==> src/smu_pkg.sv <==
// Register map, field layout and constants of the serial master unit
package smu_pkg;
  localparam int unsigned SMU_ADDR_W      = 5;
  localparam int unsigned SMU_DATA_W      = 64;
  localparam int unsigned SMU_SEL_N       = 4;
  localparam int unsigned SMU_FIFO_DEPTH  = 8;

  localparam logic [4:0]  SMU_REG_RX      = 5'h06;
  localparam logic [4:0]  SMU_REG_TX      = 5'h07;
  localparam logic [4:0]  SMU_REG_CFG     = 5'h08;
  localparam logic [4:0]  SMU_REG_STATE   = 5'h09;
  localparam logic [4:0]  SMU_REG_SIZE    = 5'h0a;
  localparam logic [4:0]  SMU_REG_PERIOD  = 5'h0b;

  localparam int unsigned SMU_CFG_SEL_LO  = 0;
  localparam int unsigned SMU_CFG_KEEP    = 3;
  localparam int unsigned SMU_CFG_LSB     = 4;
  localparam int unsigned SMU_CFG_CPHA    = 5;
  localparam int unsigned SMU_CFG_CPOL    = 6;
  localparam int unsigned SMU_CFG_TRIG_LO = 8;
  localparam int unsigned SMU_CFG_ONESHOT = 15;
  localparam int unsigned SMU_STATE_DONE  = 0;

  localparam logic [15:0] SMU_CFG_RESET    = 16'h0000;
  localparam logic [5:0]  SMU_SIZE_RESET   = 6'h07;
  localparam logic [7:0]  SMU_PERIOD_RESET = 8'h00;
  localparam logic [8:0]  SMU_HALF_BASE    = 9'h002;

  localparam logic [2:0]  SMU_TRIG_WRITE  = 3'h0;
  localparam logic [2:0]  SMU_TRIG_START  = 3'h1;
  localparam logic [2:0]  SMU_TRIG_CENTRE = 3'h2;
  localparam logic [2:0]  SMU_TRIG_MARK_A = 3'h3;
  localparam logic [2:0]  SMU_TRIG_MARK_B = 3'h4;
  localparam logic [2:0]  SMU_TRIG_MARKAB = 3'h5;
  localparam logic [2:0]  SMU_TRIG_SOFT   = 3'h7;

  typedef enum logic [1:0] {
    SMU_IDLE  = 2'b00,
    SMU_SHIFT = 2'b01,
    SMU_TAIL  = 2'b10
  } smu_state_t;
endpackage

==> src/smu_stream_if.sv <==
// Push and pop handshake between the shift engine and the receive FIFO
interface smu_stream_if #(parameter int unsigned W = 64);
  logic         push_valid;
  logic         push_ready;
  logic [W-1:0] push_data;
  logic         pop_valid;
  logic         pop_ready;
  logic [W-1:0] pop_data;
  modport fifo_side (input push_valid, push_data, pop_ready, output push_ready, pop_valid, pop_data);
  modport user_side (output push_valid, push_data, pop_ready, input push_ready, pop_valid, pop_data);
endinterface

==> src/smu_master.sv <==
// Register-driven serial master: register file, trigger select, shift engine
// How it works
// - The bits received in the last transfer land in a 64-bit read-only receive register, upper bits zero.
// - A 64-bit write-only transmit register holds the bits shifted out on the next transfer.
// - With trigger select zero, writing the top byte implied by the frame size starts a transfer.
// - A two-bit field picks which of four slave selects is driven low during a transfer.
// - Config bit 3 keeps the active slave select low after the transfer so longer frames can chain.
// - A three-bit field picks the start source: write, PWM start, centre, mark A, mark B, A or B, reserved, soft.
// - With trigger select seven, setting config bit 15 runs exactly one transfer.
// - State bit 0 reads one when the last transfer is done, even while a full FIFO holds off the next start; other bits read zero.
// - The six-bit size field gives a frame of field plus one bits.
// - Each half period of the serial clock lasts two plus the bit period setting base cycles.
module smu_master
  import smu_pkg::*;
(
  input  wire logic                  clk_sys_in,          // System clock
  input  wire logic                  reset_in,            // Async reset, high
  input  wire logic                  ce_in,               // Clock enable, freezes all state
  input  wire logic [SMU_ADDR_W-1:0] reg_addr_in,         // Register index
  input  wire logic                  reg_wr_in,           // Write strobe
  input  wire logic                  reg_rd_in,           // Read strobe
  input  wire logic [7:0]            reg_be_in,           // Byte enables
  input  wire logic [SMU_DATA_W-1:0] reg_wdata_in,        // Write data
  output logic      [SMU_DATA_W-1:0] reg_rdata_out,       // Read data
  output logic                       reg_rvalid_out,      // Read data valid pulse
  input  wire logic                  pwm_cycle_start_in,  // PWM cycle start event
  input  wire logic                  pwm_cycle_centre_in, // PWM cycle centre event
  input  wire logic                  pwm_mark_a_in,       // PWM mark A event
  input  wire logic                  pwm_mark_b_in,       // PWM mark B event
  input  wire logic                  miso_in,             // Serial data in
  output logic                       sclk_out,            // Serial clock
  output logic                       mosi_out,            // Serial data out
  output logic      [SMU_SEL_N-1:0]  ss_n_out,            // Slave selects, low active
  output logic                       rx_stream_valid_out, // Received word valid
  output logic      [SMU_DATA_W-1:0] rx_stream_data_out,  // Received word
  input  wire logic                  rx_stream_ready_in   // Received word taken
);
  typedef struct packed {
    smu_state_t            st;
    logic [15:0]           cfg;
    logic [5:0]            size;
    logic [7:0]            period;
    logic [SMU_DATA_W-1:0] tx;
    logic [SMU_DATA_W-1:0] shadow;
    logic [SMU_DATA_W-1:0] rx;
    logic                  done;
    logic                  keep_hold;
    logic [1:0]            sel;
    logic                  lsb;
    logic                  cpha;
    logic                  sclk;
    logic                  mosi;
    logic [SMU_SEL_N-1:0]  ss_n;
    logic [8:0]            half_cnt;
    logic [6:0]            edge_cnt;
    logic [5:0]            bit_idx;
    logic [SMU_DATA_W-1:0] rdata;
    logic                  rvalid;
    logic                  push;
    logic                  out_valid;
    logic [SMU_DATA_W-1:0] out_data;
  } smu_master_t;

  smu_master_t r_reg;
  smu_master_t r_next;

  smu_stream_if #(.W(SMU_DATA_W)) rxq ();

  smu_fifo #(.W(SMU_DATA_W), .DEPTH(SMU_FIFO_DEPTH)) u_rx_fifo (
    .clk_sys_in (clk_sys_in),
    .reset_in   (reset_in),
    .ce_in      (ce_in),
    .port       (rxq.fifo_side)
  );

  logic       pop_take;
  logic [2:0] trig;
  logic       trig_hit;
  logic       write_hit;
  logic       start;
  logic [6:0] last_edge;
  logic       lead;

  assign rxq.push_valid = r_reg.push;
  assign rxq.push_data  = r_reg.rx;
  assign pop_take       = !r_reg.out_valid || rx_stream_ready_in;
  assign rxq.pop_ready  = pop_take;

  assign trig      = r_reg.cfg[SMU_CFG_TRIG_LO +: 3];
  assign write_hit = reg_wr_in && (reg_addr_in == SMU_REG_TX) && reg_be_in[r_reg.size[5:3]];
  assign last_edge = {r_reg.size, 1'b1};
  assign lead      = !r_reg.edge_cnt[0];

  always_comb begin
    case (trig)
      SMU_TRIG_WRITE:  trig_hit = write_hit;
      SMU_TRIG_START:  trig_hit = pwm_cycle_start_in;
      SMU_TRIG_CENTRE: trig_hit = pwm_cycle_centre_in;
      SMU_TRIG_MARK_A: trig_hit = pwm_mark_a_in;
      SMU_TRIG_MARK_B: trig_hit = pwm_mark_b_in;
      SMU_TRIG_MARKAB: trig_hit = pwm_mark_a_in | pwm_mark_b_in;
      SMU_TRIG_SOFT:   trig_hit = r_reg.cfg[SMU_CFG_ONESHOT];
      default:         trig_hit = 1'b0;
    endcase
  end

  // A finished word waits in the FIFO; a full FIFO holds off the next start
  assign start = (r_reg.st == SMU_IDLE) && r_reg.done && trig_hit && rxq.push_ready;

  always_comb begin
    r_next        = r_reg;
    r_next.push   = 1'b0;
    r_next.rvalid = 1'b0;

    // One-shot is cleared by the start; a fresh write below wins over it
    if (start && trig == SMU_TRIG_SOFT) begin
      r_next.cfg[SMU_CFG_ONESHOT] = 1'b0;
    end

    if (reg_wr_in) begin
      case (reg_addr_in)
        SMU_REG_TX: begin
          for (int b = 0; b < 8; b++) begin
            if (reg_be_in[b]) begin
              r_next.tx[8*b +: 8] = reg_wdata_in[8*b +: 8];
            end
          end
        end
        SMU_REG_CFG: begin
          if (reg_be_in[0]) begin
            r_next.cfg[7:0] = reg_wdata_in[7:0];
          end
          if (reg_be_in[1]) begin
            r_next.cfg[15:8] = reg_wdata_in[15:8];
          end
        end
        SMU_REG_SIZE: begin
          if (reg_be_in[0]) begin
            r_next.size = reg_wdata_in[5:0];
          end
        end
        SMU_REG_PERIOD: begin
          if (reg_be_in[0]) begin
            r_next.period = reg_wdata_in[7:0];
          end
        end
        default: begin
        end
      endcase
    end

    if (reg_rd_in) begin
      r_next.rvalid = 1'b1;
      case (reg_addr_in)
        SMU_REG_RX:    r_next.rdata = r_reg.rx;
        SMU_REG_CFG:   r_next.rdata = {48'h0000_0000_0000, r_reg.cfg};
        SMU_REG_STATE: r_next.rdata = {63'h0, r_reg.done};
        default:       r_next.rdata = 64'h0000_0000_0000_0000;
      endcase
    end

    case (r_reg.st)
      SMU_IDLE: begin
        r_next.sclk = r_reg.cfg[SMU_CFG_CPOL];
        if (start) begin
          r_next.st       = SMU_SHIFT;
          r_next.done     = 1'b0;
          r_next.sel      = r_reg.cfg[SMU_CFG_SEL_LO +: 2];
          r_next.lsb      = r_reg.cfg[SMU_CFG_LSB];
          r_next.cpha     = r_reg.cfg[SMU_CFG_CPHA];
          r_next.bit_idx  = r_reg.cfg[SMU_CFG_LSB] ? 6'h00 : r_reg.size;
          r_next.mosi     = r_next.tx[r_next.bit_idx];
          r_next.shadow   = 64'h0000_0000_0000_0000;
          r_next.edge_cnt = 7'h00;
          r_next.half_cnt = SMU_HALF_BASE + {1'b0, r_reg.period};
        end
      end
      SMU_SHIFT: begin
        if (r_reg.half_cnt != 9'h001) begin
          r_next.half_cnt = r_reg.half_cnt - 9'h001;
        end else begin
          r_next.half_cnt = SMU_HALF_BASE + {1'b0, r_reg.period};
          r_next.sclk     = !r_reg.sclk;
          r_next.edge_cnt = r_reg.edge_cnt + 7'h01;
          if (lead ^ r_reg.cpha) begin
            // Sample edge: store the bit, then step to the next one
            r_next.shadow[r_reg.bit_idx] = miso_in;
            r_next.bit_idx = r_reg.lsb ? r_reg.bit_idx + 6'h01 : r_reg.bit_idx - 6'h01;
          end else begin
            r_next.mosi = r_reg.tx[r_reg.bit_idx];
          end
          if (r_reg.edge_cnt == last_edge) begin
            r_next.st = SMU_TAIL;
          end
        end
      end
      SMU_TAIL: begin
        if (r_reg.half_cnt != 9'h001) begin
          r_next.half_cnt = r_reg.half_cnt - 9'h001;
        end else begin
          r_next.st        = SMU_IDLE;
          r_next.rx        = r_reg.shadow;
          r_next.done      = 1'b1;
          r_next.push      = 1'b1;
          r_next.keep_hold = r_reg.cfg[SMU_CFG_KEEP];
        end
      end
      default: begin
        r_next.st = SMU_IDLE;
      end
    endcase

    // Clearing the keep bit releases a held select at once
    if (!r_next.cfg[SMU_CFG_KEEP]) begin
      r_next.keep_hold = 1'b0;
    end
    r_next.ss_n = {SMU_SEL_N{1'b1}};
    if (r_next.st != SMU_IDLE || r_next.keep_hold) begin
      r_next.ss_n[r_next.sel] = 1'b0;
    end

    if (pop_take) begin
      r_next.out_valid = rxq.pop_valid;
      r_next.out_data  = rxq.pop_data;
    end
  end

  always_ff @(posedge clk_sys_in or posedge reset_in) begin
    if (reset_in) begin
      r_reg        <= '0;
      r_reg.st     <= SMU_IDLE;
      r_reg.cfg    <= SMU_CFG_RESET;
      r_reg.size   <= SMU_SIZE_RESET;
      r_reg.period <= SMU_PERIOD_RESET;
      r_reg.done   <= 1'b1;
      r_reg.ss_n   <= {SMU_SEL_N{1'b1}};
    end else if (ce_in) begin
      r_reg <= r_next;
    end
  end

  assign reg_rdata_out       = r_reg.rdata;
  assign reg_rvalid_out      = r_reg.rvalid;
  assign sclk_out            = r_reg.sclk;
  assign mosi_out            = r_reg.mosi;
  assign ss_n_out            = r_reg.ss_n;
  assign rx_stream_valid_out = r_reg.out_valid;
  assign rx_stream_data_out  = r_reg.out_data;
endmodule // smu_master

==> src/smu_fifo.sv <==
// Receive word FIFO with valid/ready on both sides
module smu_fifo #(
  parameter int unsigned W     = 64,
  parameter int unsigned DEPTH = 8
) (
  input  wire logic          clk_sys_in, // System clock
  input  wire logic          reset_in,   // Async reset, high
  input  wire logic          ce_in,      // Clock enable
  smu_stream_if.fifo_side    port        // Push and pop side
);
  localparam int unsigned AW = $clog2(DEPTH);

  if (DEPTH < 2 || (1 << AW) != DEPTH || W < 1) begin : g_chk
    $error("smu_fifo: DEPTH must be a power of two of at least 2");
  end

  typedef struct packed {
    logic [DEPTH-1:0][W-1:0] mem;
    logic [AW-1:0]           wp;
    logic [AW-1:0]           rp;
    logic [AW:0]             cnt;
  } smu_fifo_t;

  smu_fifo_t f_reg;
  smu_fifo_t f_next;
  logic      do_push;
  logic      do_pop;

  assign port.push_ready = (f_reg.cnt != DEPTH[AW:0]);
  assign port.pop_valid  = (f_reg.cnt != '0);
  assign port.pop_data   = f_reg.mem[f_reg.rp];
  assign do_push         = port.push_valid & port.push_ready;
  assign do_pop          = port.pop_ready & port.pop_valid;

  always_comb begin
    f_next = f_reg;
    if (do_push) begin
      f_next.mem[f_reg.wp] = port.push_data;
      f_next.wp            = f_reg.wp + 1'b1;
    end
    if (do_pop) begin
      f_next.rp = f_reg.rp + 1'b1;
    end
    if (do_push && !do_pop) begin
      f_next.cnt = f_reg.cnt + 1'b1;
    end else if (do_pop && !do_push) begin
      f_next.cnt = f_reg.cnt - 1'b1;
    end
  end

  always_ff @(posedge clk_sys_in or posedge reset_in) begin
    if (reset_in) begin
      f_reg <= '0;
    end else if (ce_in) begin
      f_reg <= f_next;
    end
  end
endmodule // smu_fifo

==> config.mk <==
export PLATFORM = sky130hd
export DESIGN_NAME = smu_master
export DESIGN_NICKNAME = d
export VERILOG_FILES = /design/src/smu_pkg.sv /design/src/smu_stream_if.sv /design/src/smu_master.sv /design/src/smu_fifo.sv
export SDC_FILE = /design/constraint.sdc
export NUM_CORES = 2
export LEC_CHECK = 0
export BUFFER_PORTS_ARGS = -buffer_cell sky130_fd_sc_hd__clkbuf_2
export CAP_MARGIN = 20
export CORE_ASPECT_RATIO = 0.8
export CORE_MARGIN = 5
export CORE_UTILIZATION = 50
export DETAILED_ROUTE_END_ITERATION = 8
export PLACE_DENSITY = 0.67
export SETUP_SLACK_MARGIN = 0.4
export SLEW_MARGIN = 20
export SYNTH_ARGS = -nofsm -noshare
export SYNTH_HDL_FRONTEND = slang
export SYNTH_SLANG_ARGS = --single-unit
==> constraint.sdc <==
create_clock -name clk_sys_in -period 33.5 [get_ports clk_sys_in]
set_clock_uncertainty 0.2 [all_clocks]
set_input_delay 1.675 -clock clk_sys_in [delete_from_list [all_inputs] [get_ports clk_sys_in]]
set_output_delay 1.675 -clock clk_sys_in [all_outputs]
set_load 0.1 [all_outputs]
Word-level counts from Yosys, hierarchy flattened
Cells that the tools add are included.
{ "classes": {"n_addsub": 9, "n_lt_le_gt_ge": 9, "n_eq_ne": 23, "muxes": 71, "bitwise": 6, "n_reduce_logical": 43} }
{ "op_table": {"columns": ["cell", "n"], "rows": [
  ["$bwmux W512", 1],
  ["$mux W64", 6],
  ["$bmux W64 S3", 1],
  ["$demux W64 S3", 1],
  ["$pmux W64 S3", 1],
  ["$pmux W64 S2", 1],
  ["$mux W8", 12],
  ["$mux W94", 1],
  ["$bwmux W64", 1],
  ["$mux W6", 5],
  ["$reduce_and A4 Y1", 7],
  ["$pmux W9 S3", 1],
  ["$pmux W13 S2", 1],
  ["$mux W22", 1],
  ["$eq A5 B4 Y1 const B", 4],
  ["$mux W4", 5],
  ["$mux W9", 2],
  ["$mux W16", 1],
  ["$lt A6 B7 Y1 const B", 2],
  ["$mux W1", 14],
  ["$mux W13", 1],
  ["$bmux W1 S6", 2],
  ["$lt A3 B4 Y1 const B", 3],
  ["$mux W2", 6],
  ["other kinds (45)", 81]
]} }
{ "totals": {"reg_bits": 911, "input_bits": 88} }

Depth between registers and ports, before layout
{ "depth": {"depth_word": 15, "ltp_mapped": 12, "ltp_nobuf": 10} }

Modules after synthesis
From an unflattened synthesis, not the netlist that was laid out.
{ "hier_totals": {"cells_unflattened": 3153, "hier_area_um2": 43224.0} }
{ "modules_own_cells": {"columns": ["module", "n_inst", "cells_each", "area_each_um2"], "rows": [
  ["smu_fifo", 1, 1369, 23726.5],
  ["smu_master", 1, 1784, 19497.4]
]} }

Least setup slack after synthesis
OpenSTA, ideal clock, no wires.
{ "synth_path": {"path_kind": "input to register", "start": "input port reg_addr_in[0]", "end": "register r_reg[253] (netlist bit)", "setup_ps": 66, "arrival_time_ps": 3669, "required_time_ps": 33234, "path_slack_ps": 29565, "cell_stages": 12, "path_buffers": 4, "cell_sequence": "buf_4 > and3_1 > buf_2 > nand2_1 > nor4_4 > o31ai_4 > a21o_1 > buf_6 > or3_1 > buf_2 > o21ai_1 > a22o_1"} }
{ "synth_between": {"elab_chain_cells": 8} }
{ "synth_lines": {"columns": ["item", "line_no", "text"], "rows": [
  ["start, declared", "smu_master.sv:19", "input wire logic [SMU_ADDR_W-1:0] reg_addr_in,"],
  ["$eq A5 B3 Y1", "smu_master.sv:90", "assign write_hit = reg_wr_in && (reg_addr_in == SMU_REG_TX) && reg_be_in[r_reg.size[5:3]];"],
  ["$logic_and A1 B1 Y1 (2 in series)", "smu_master.sv:90", null],
  ["$pmux W1 S7", "smu_master.sv:95", "case (trig)"],
  ["$logic_and A1 B1 Y1 (2 in series)", "smu_master.sv:108", "assign start = (r_reg.st == SMU_IDLE) && r_reg.done && trig_hit && rxq.push_ready;"],
  ["$ne A2 B2 Y1 (no source line)", null, null],
  ["$reduce_and A5 Y1 (no source line)", null, null],
  ["end signal, assigned", "smu_master.sv:238", "r_reg <= r_next;"],
  ["end, declared", "smu_master.sv:64", "smu_master_t r_reg;"]
]} }
No other way between the ends.
A chain may end at the register's enable or synchronous reset.

Worst setup path in the final report
{ "layout_path": {"start": "input port ce_in", "end": "register u_rx_fifo.f_reg[140] (netlist bit)"} }
{ "layout_between": {"elab_chain_cells": 1} }
{ "layout_lines": {"columns": ["item", "line_no", "text"], "rows": [
  ["start, declared", "smu_master.sv:18", "input wire logic ce_in,"],
  ["$reduce_and A2 Y1 (no source line)", null, null],
  ["end signal, assigned", "smu_fifo.sv:55", "f_reg <= f_next;"],
  ["end, declared", "smu_fifo.sv:24", "smu_fifo_t f_reg;"]
]} }
No other way between the ends.

==> metrics.md <==
| Metric | Value |
|---|---|
| Outcome | `complete, no violations` |
| Switching share of power | `30.4%` |
| Ys async rst share | `100%` |
| PwrDens | `between 50 and 60 nW/µm²` |
| Worst Hold Slack | `about 280 ps` |
| Detailed Route WL | `approximately 100,000 µm` |
| Die width | `338 µm` |
| Diodes inserted | `0` |
| Drt drc | `0` |
| Die height | `between 200 and 300 µm` |
| Critical path launch point | `ce_in` |
| Sw Pwr | `~0.00085 W` |
| Achievable frequency | `221 MHz` |
| Synthesized Nets | `between 3,000 and 4,000` |
| Die Area | `around 90,000 µm²` |
| Initial Util | `between 50% and 60%` |
| R2R cell count | `9` |
| Post-Synthesis Cells | `~3,400` |
| RSZ-0062 raised after global routing | `no` |
| R2R Path End | `r_reg[247]` |
| Peak supply drop | `0.0000440 V` |
| CP max stage cell | `nor2_4` |
| Grt ovf | `0` |
| Final TNS setup | `0 ps` |
| Synth top area cells | `dfrtp_1, mux2_2, mux4_2, nand2_1, buf_4` |
| Final setup violating endpoints | `0` |
| Placer Congestion | `0.855` |
| Synth unique cells | `73` |
| CTS root buf | `clkbuf_16` |
| Core area | `85,400 µm²` |
| Worst Path Required | `between 30,000 and 40,000 ps` |
| WP data arrival | `around 4800 ps` |
| CP startpoint kind | `input pin` |
| Synth Warn # | `0` |
| Most frequent CP cell | `buf_4` |
| Cells along the critical path | `clkbuf_2 > buf_4 > and3_1 > nand2b_1 > nor2_4 > buf_4 > mux2_2` |
| Row count | `between 90 and 100` |
| Vias per inst | `slightly below 6` |
| HPWL after detailed placement | `about 65,000 µm` |
| I/O pin total | `approximately 220` |
| Sequential element share of the synthesized area | `53.2%` |
| Clk buf depth | `3` |
| Avg Inst Size Synth | `around 13 µm²` |
| Yosys reg bits | `911` |
| CTS clock-pin slew for the worst setup and hold paths | `about 60 ps` |
| Area Growth Syn to Fin | `9.05%` |
| Mapped Area | `between 40,000 and 50,000 µm²` |
| Global Route Usage Sum | `between 20% and 30%` |
| Nets@finish | `~3,500` |
| Max_slew headroom | `about 25%` |
| Flop pwr share | `roughly 45%` |
| H-tree levels | `3` |
| Clock sink count | `a little over 900` |
| Top_reg_cell synth | `dfrtp_1` |
| CTS Hold Buffers Added | `0` |
| First DRT Iteration DRCs | `approximately 2,200` |
| Per-cell routed wire length | `about 23 µm` |
| Post-synth top area share | `between 50% and 60%` |
| IO Port Bufs | `between 200 and 250` |
| Setup Crit Path Kind | `in2reg` |
| Drt pass-1 iters | `5` |
| Post-CTS setup buffer count | `0` |
| Final period utilization | `between 10% and 20%` |
| Post-CTS Resized | `0` |
| Synth area leader | `dfrtp_1` |
| Min-delay src | `rx_stream_data_out[47]` |
| Worst hold path depth | `2` |
| Final min period | `~4500 ps` |
| Max stage delay on crit path | `between 800 and 900 ps` |
| CTS tree | `built` |
| Final ANT Viol Nets | `0` |
| Hold endpoint | `rx_stream_data_out[47]` |
| Leakage Power | `roughly 22 nW` |
| Pint | `roughly 0.0020 W` |
| Number of CTS-inserted buffers | `between 90 and 100` |
| Layout cell share with drive strength beyond 1 | `35.5%` |
| Logic gate share of total power | `17.2%` |
| Final hold viol count | `0` |
| Largest net degree at the start of global routing | `approximately 170` |
| Max reg flops | `522` |
| DR vias | `roughly 27,000` |
| Worst-Margin Slew | `1130 ps` |
| CP Capture Type | `register` |
| Worst Path Max Fanout | `40` |
| Vias in the first global route | `about 28,000` |
| Post-synth EDFFs | `0` |
| Initial antenna violation count | `2` |
| Max-slew violations | `0` |
| R2R setup slack | `approximately 30,000 ps` |
| Fill cells | `between 7,000 and 8,000` |
| Worst-Skew Late Latency | `around 660 ps` |
| Hold Path Class | `reg2reg` |
| Max cap viols | `0` |
| Clock network fraction of total power | `between 30% and 40%` |
| RR Startpoint | `last_edge[5]` |
| First-pass GRT wire length | `between 150,000 and 200,000 µm` |
[layout make-up]
| class | count | area, µm² | area share (%) |
|---|---|---|---|
| clock buffer | 134 | 2660 | 5.69 |
| clock inverter | 34 | 485 | 1.04 |
| inverter | 19 | 78.8 | 0.168 |
| multi-input combinational | 2085 | 17900 | 38.2 |
| sequential | 911 | 22800 | 48.8 |
| tap | 1127 | 1410 | 3.01 |
| timing repair buffer | 264 | 1480 | 3.16 |
[per-stage QoR]
stage	setup slack (ps)	cell area (µm²)	std cells	util [%]	total power [W]
after floorplan	6030	42900	3427	-	0.00161
after global placement	28120	43600	4404	51.0	0.00175
after detailed placement	28130	43600	4405	51.1	0.00176
after CTS	28820	46800	4573	54.8	0.00283
after global routing	28740	46800	4574	54.8	0.00292
final	28980	46800	4574	54.8	0.00280
[cells in the mapped netlist, drive strengths merged (17+ instances only)]
cell and instances:
a22oi 24, nand2 475, ha 17, inv 18
a21oi 34, o211ai 32, o21ai 267, nand3 41
clkbuf 168, mux2 627, buf 244, a22o 53
dfrtp 903, mux4 144, or3 19, mux2i 95
nor3 18, nor2 50
[critical path, delay by kind of cell]
kind,cells,cell delay (ps)
buffers and inverters,3,1260
multiplexers,1,410
AND/OR/NAND/NOR,3,1440
[logic make-up (layout without fill, tap and decap cells)]
logic type,count (synthesis),in the layout,share of synthesized area [%]
flops,911,911,53.2
fa+ha+maj,19,19,0.589
mux,866,866,26.2
compound gates,493,493,7.16
buf+inv,431,451,5.46
xor+xnor,23,23,0.470
simple gates,684,684,6.93
[how the worst max path moves through the flow]
stage / end / slack, ps / depth (start not counted)
after floorplan: last_edge[4] / 6030 / 1
after global placement: r_reg[249] / 28120 / 5
after detailed placement: u_rx_fifo.f_reg[226] / 28130 / 5
after CTS: rxq.push_data[20] / 28820 / 5
after global routing: reg_rdata_out[20] / 28740 / 6
final: u_rx_fifo.f_reg[140] / 28980 / 7
[power by group through the flow]
stage | registers, W | logic, W | clock network (W)
after floorplan | 0.00120 | 0.000408 | 0
after global placement | 0.00127 | 0.000477 | 0
after detailed placement | 0.00127 | 0.000482 | 0
after CTS | 0.00125 | 0.000484 | 0.00109
after global routing | 0.00127 | 0.000525 | 0.00113
final | 0.00126 | 0.000483 | 0.00106
[cell usage in the layout (no fill, tap or decap), types with 16 or more instances in the layout]
cell type  count
clkbuf_2     223
clkbuf_1      23
dfrtp_1      900
mux4_2       144
nor2_1        44
buf_4         35
o211ai_1      32
clkbuf_16     93
o21ai_0      232
a22oi_1       24
inv_1         17
xnor2_1       16
or3_1         18
o21ai_1       35
a21oi_1       34
nand3_1       40
ha_1          16
mux2_2       627
nand2_1      473
mux2i_1       95
clkbuf_8      18
a22o_1        53
[metal layers]
| metal | wire [µm] | part of all wire [%] | GRT usage (%) |
|---|---|---|---|
| met1 | 48300 | 47 | 33.6 |
| met4 | 2250 | 2.2 | 5.49 |
| met5 | 27 | 0.026 | 0 |
| met2 | 47100 | 46 | 35.2 |
| met3 | 5680 | 5.5 | 4.31 |
No activity file was read; power rests on OpenSTA's default activity.
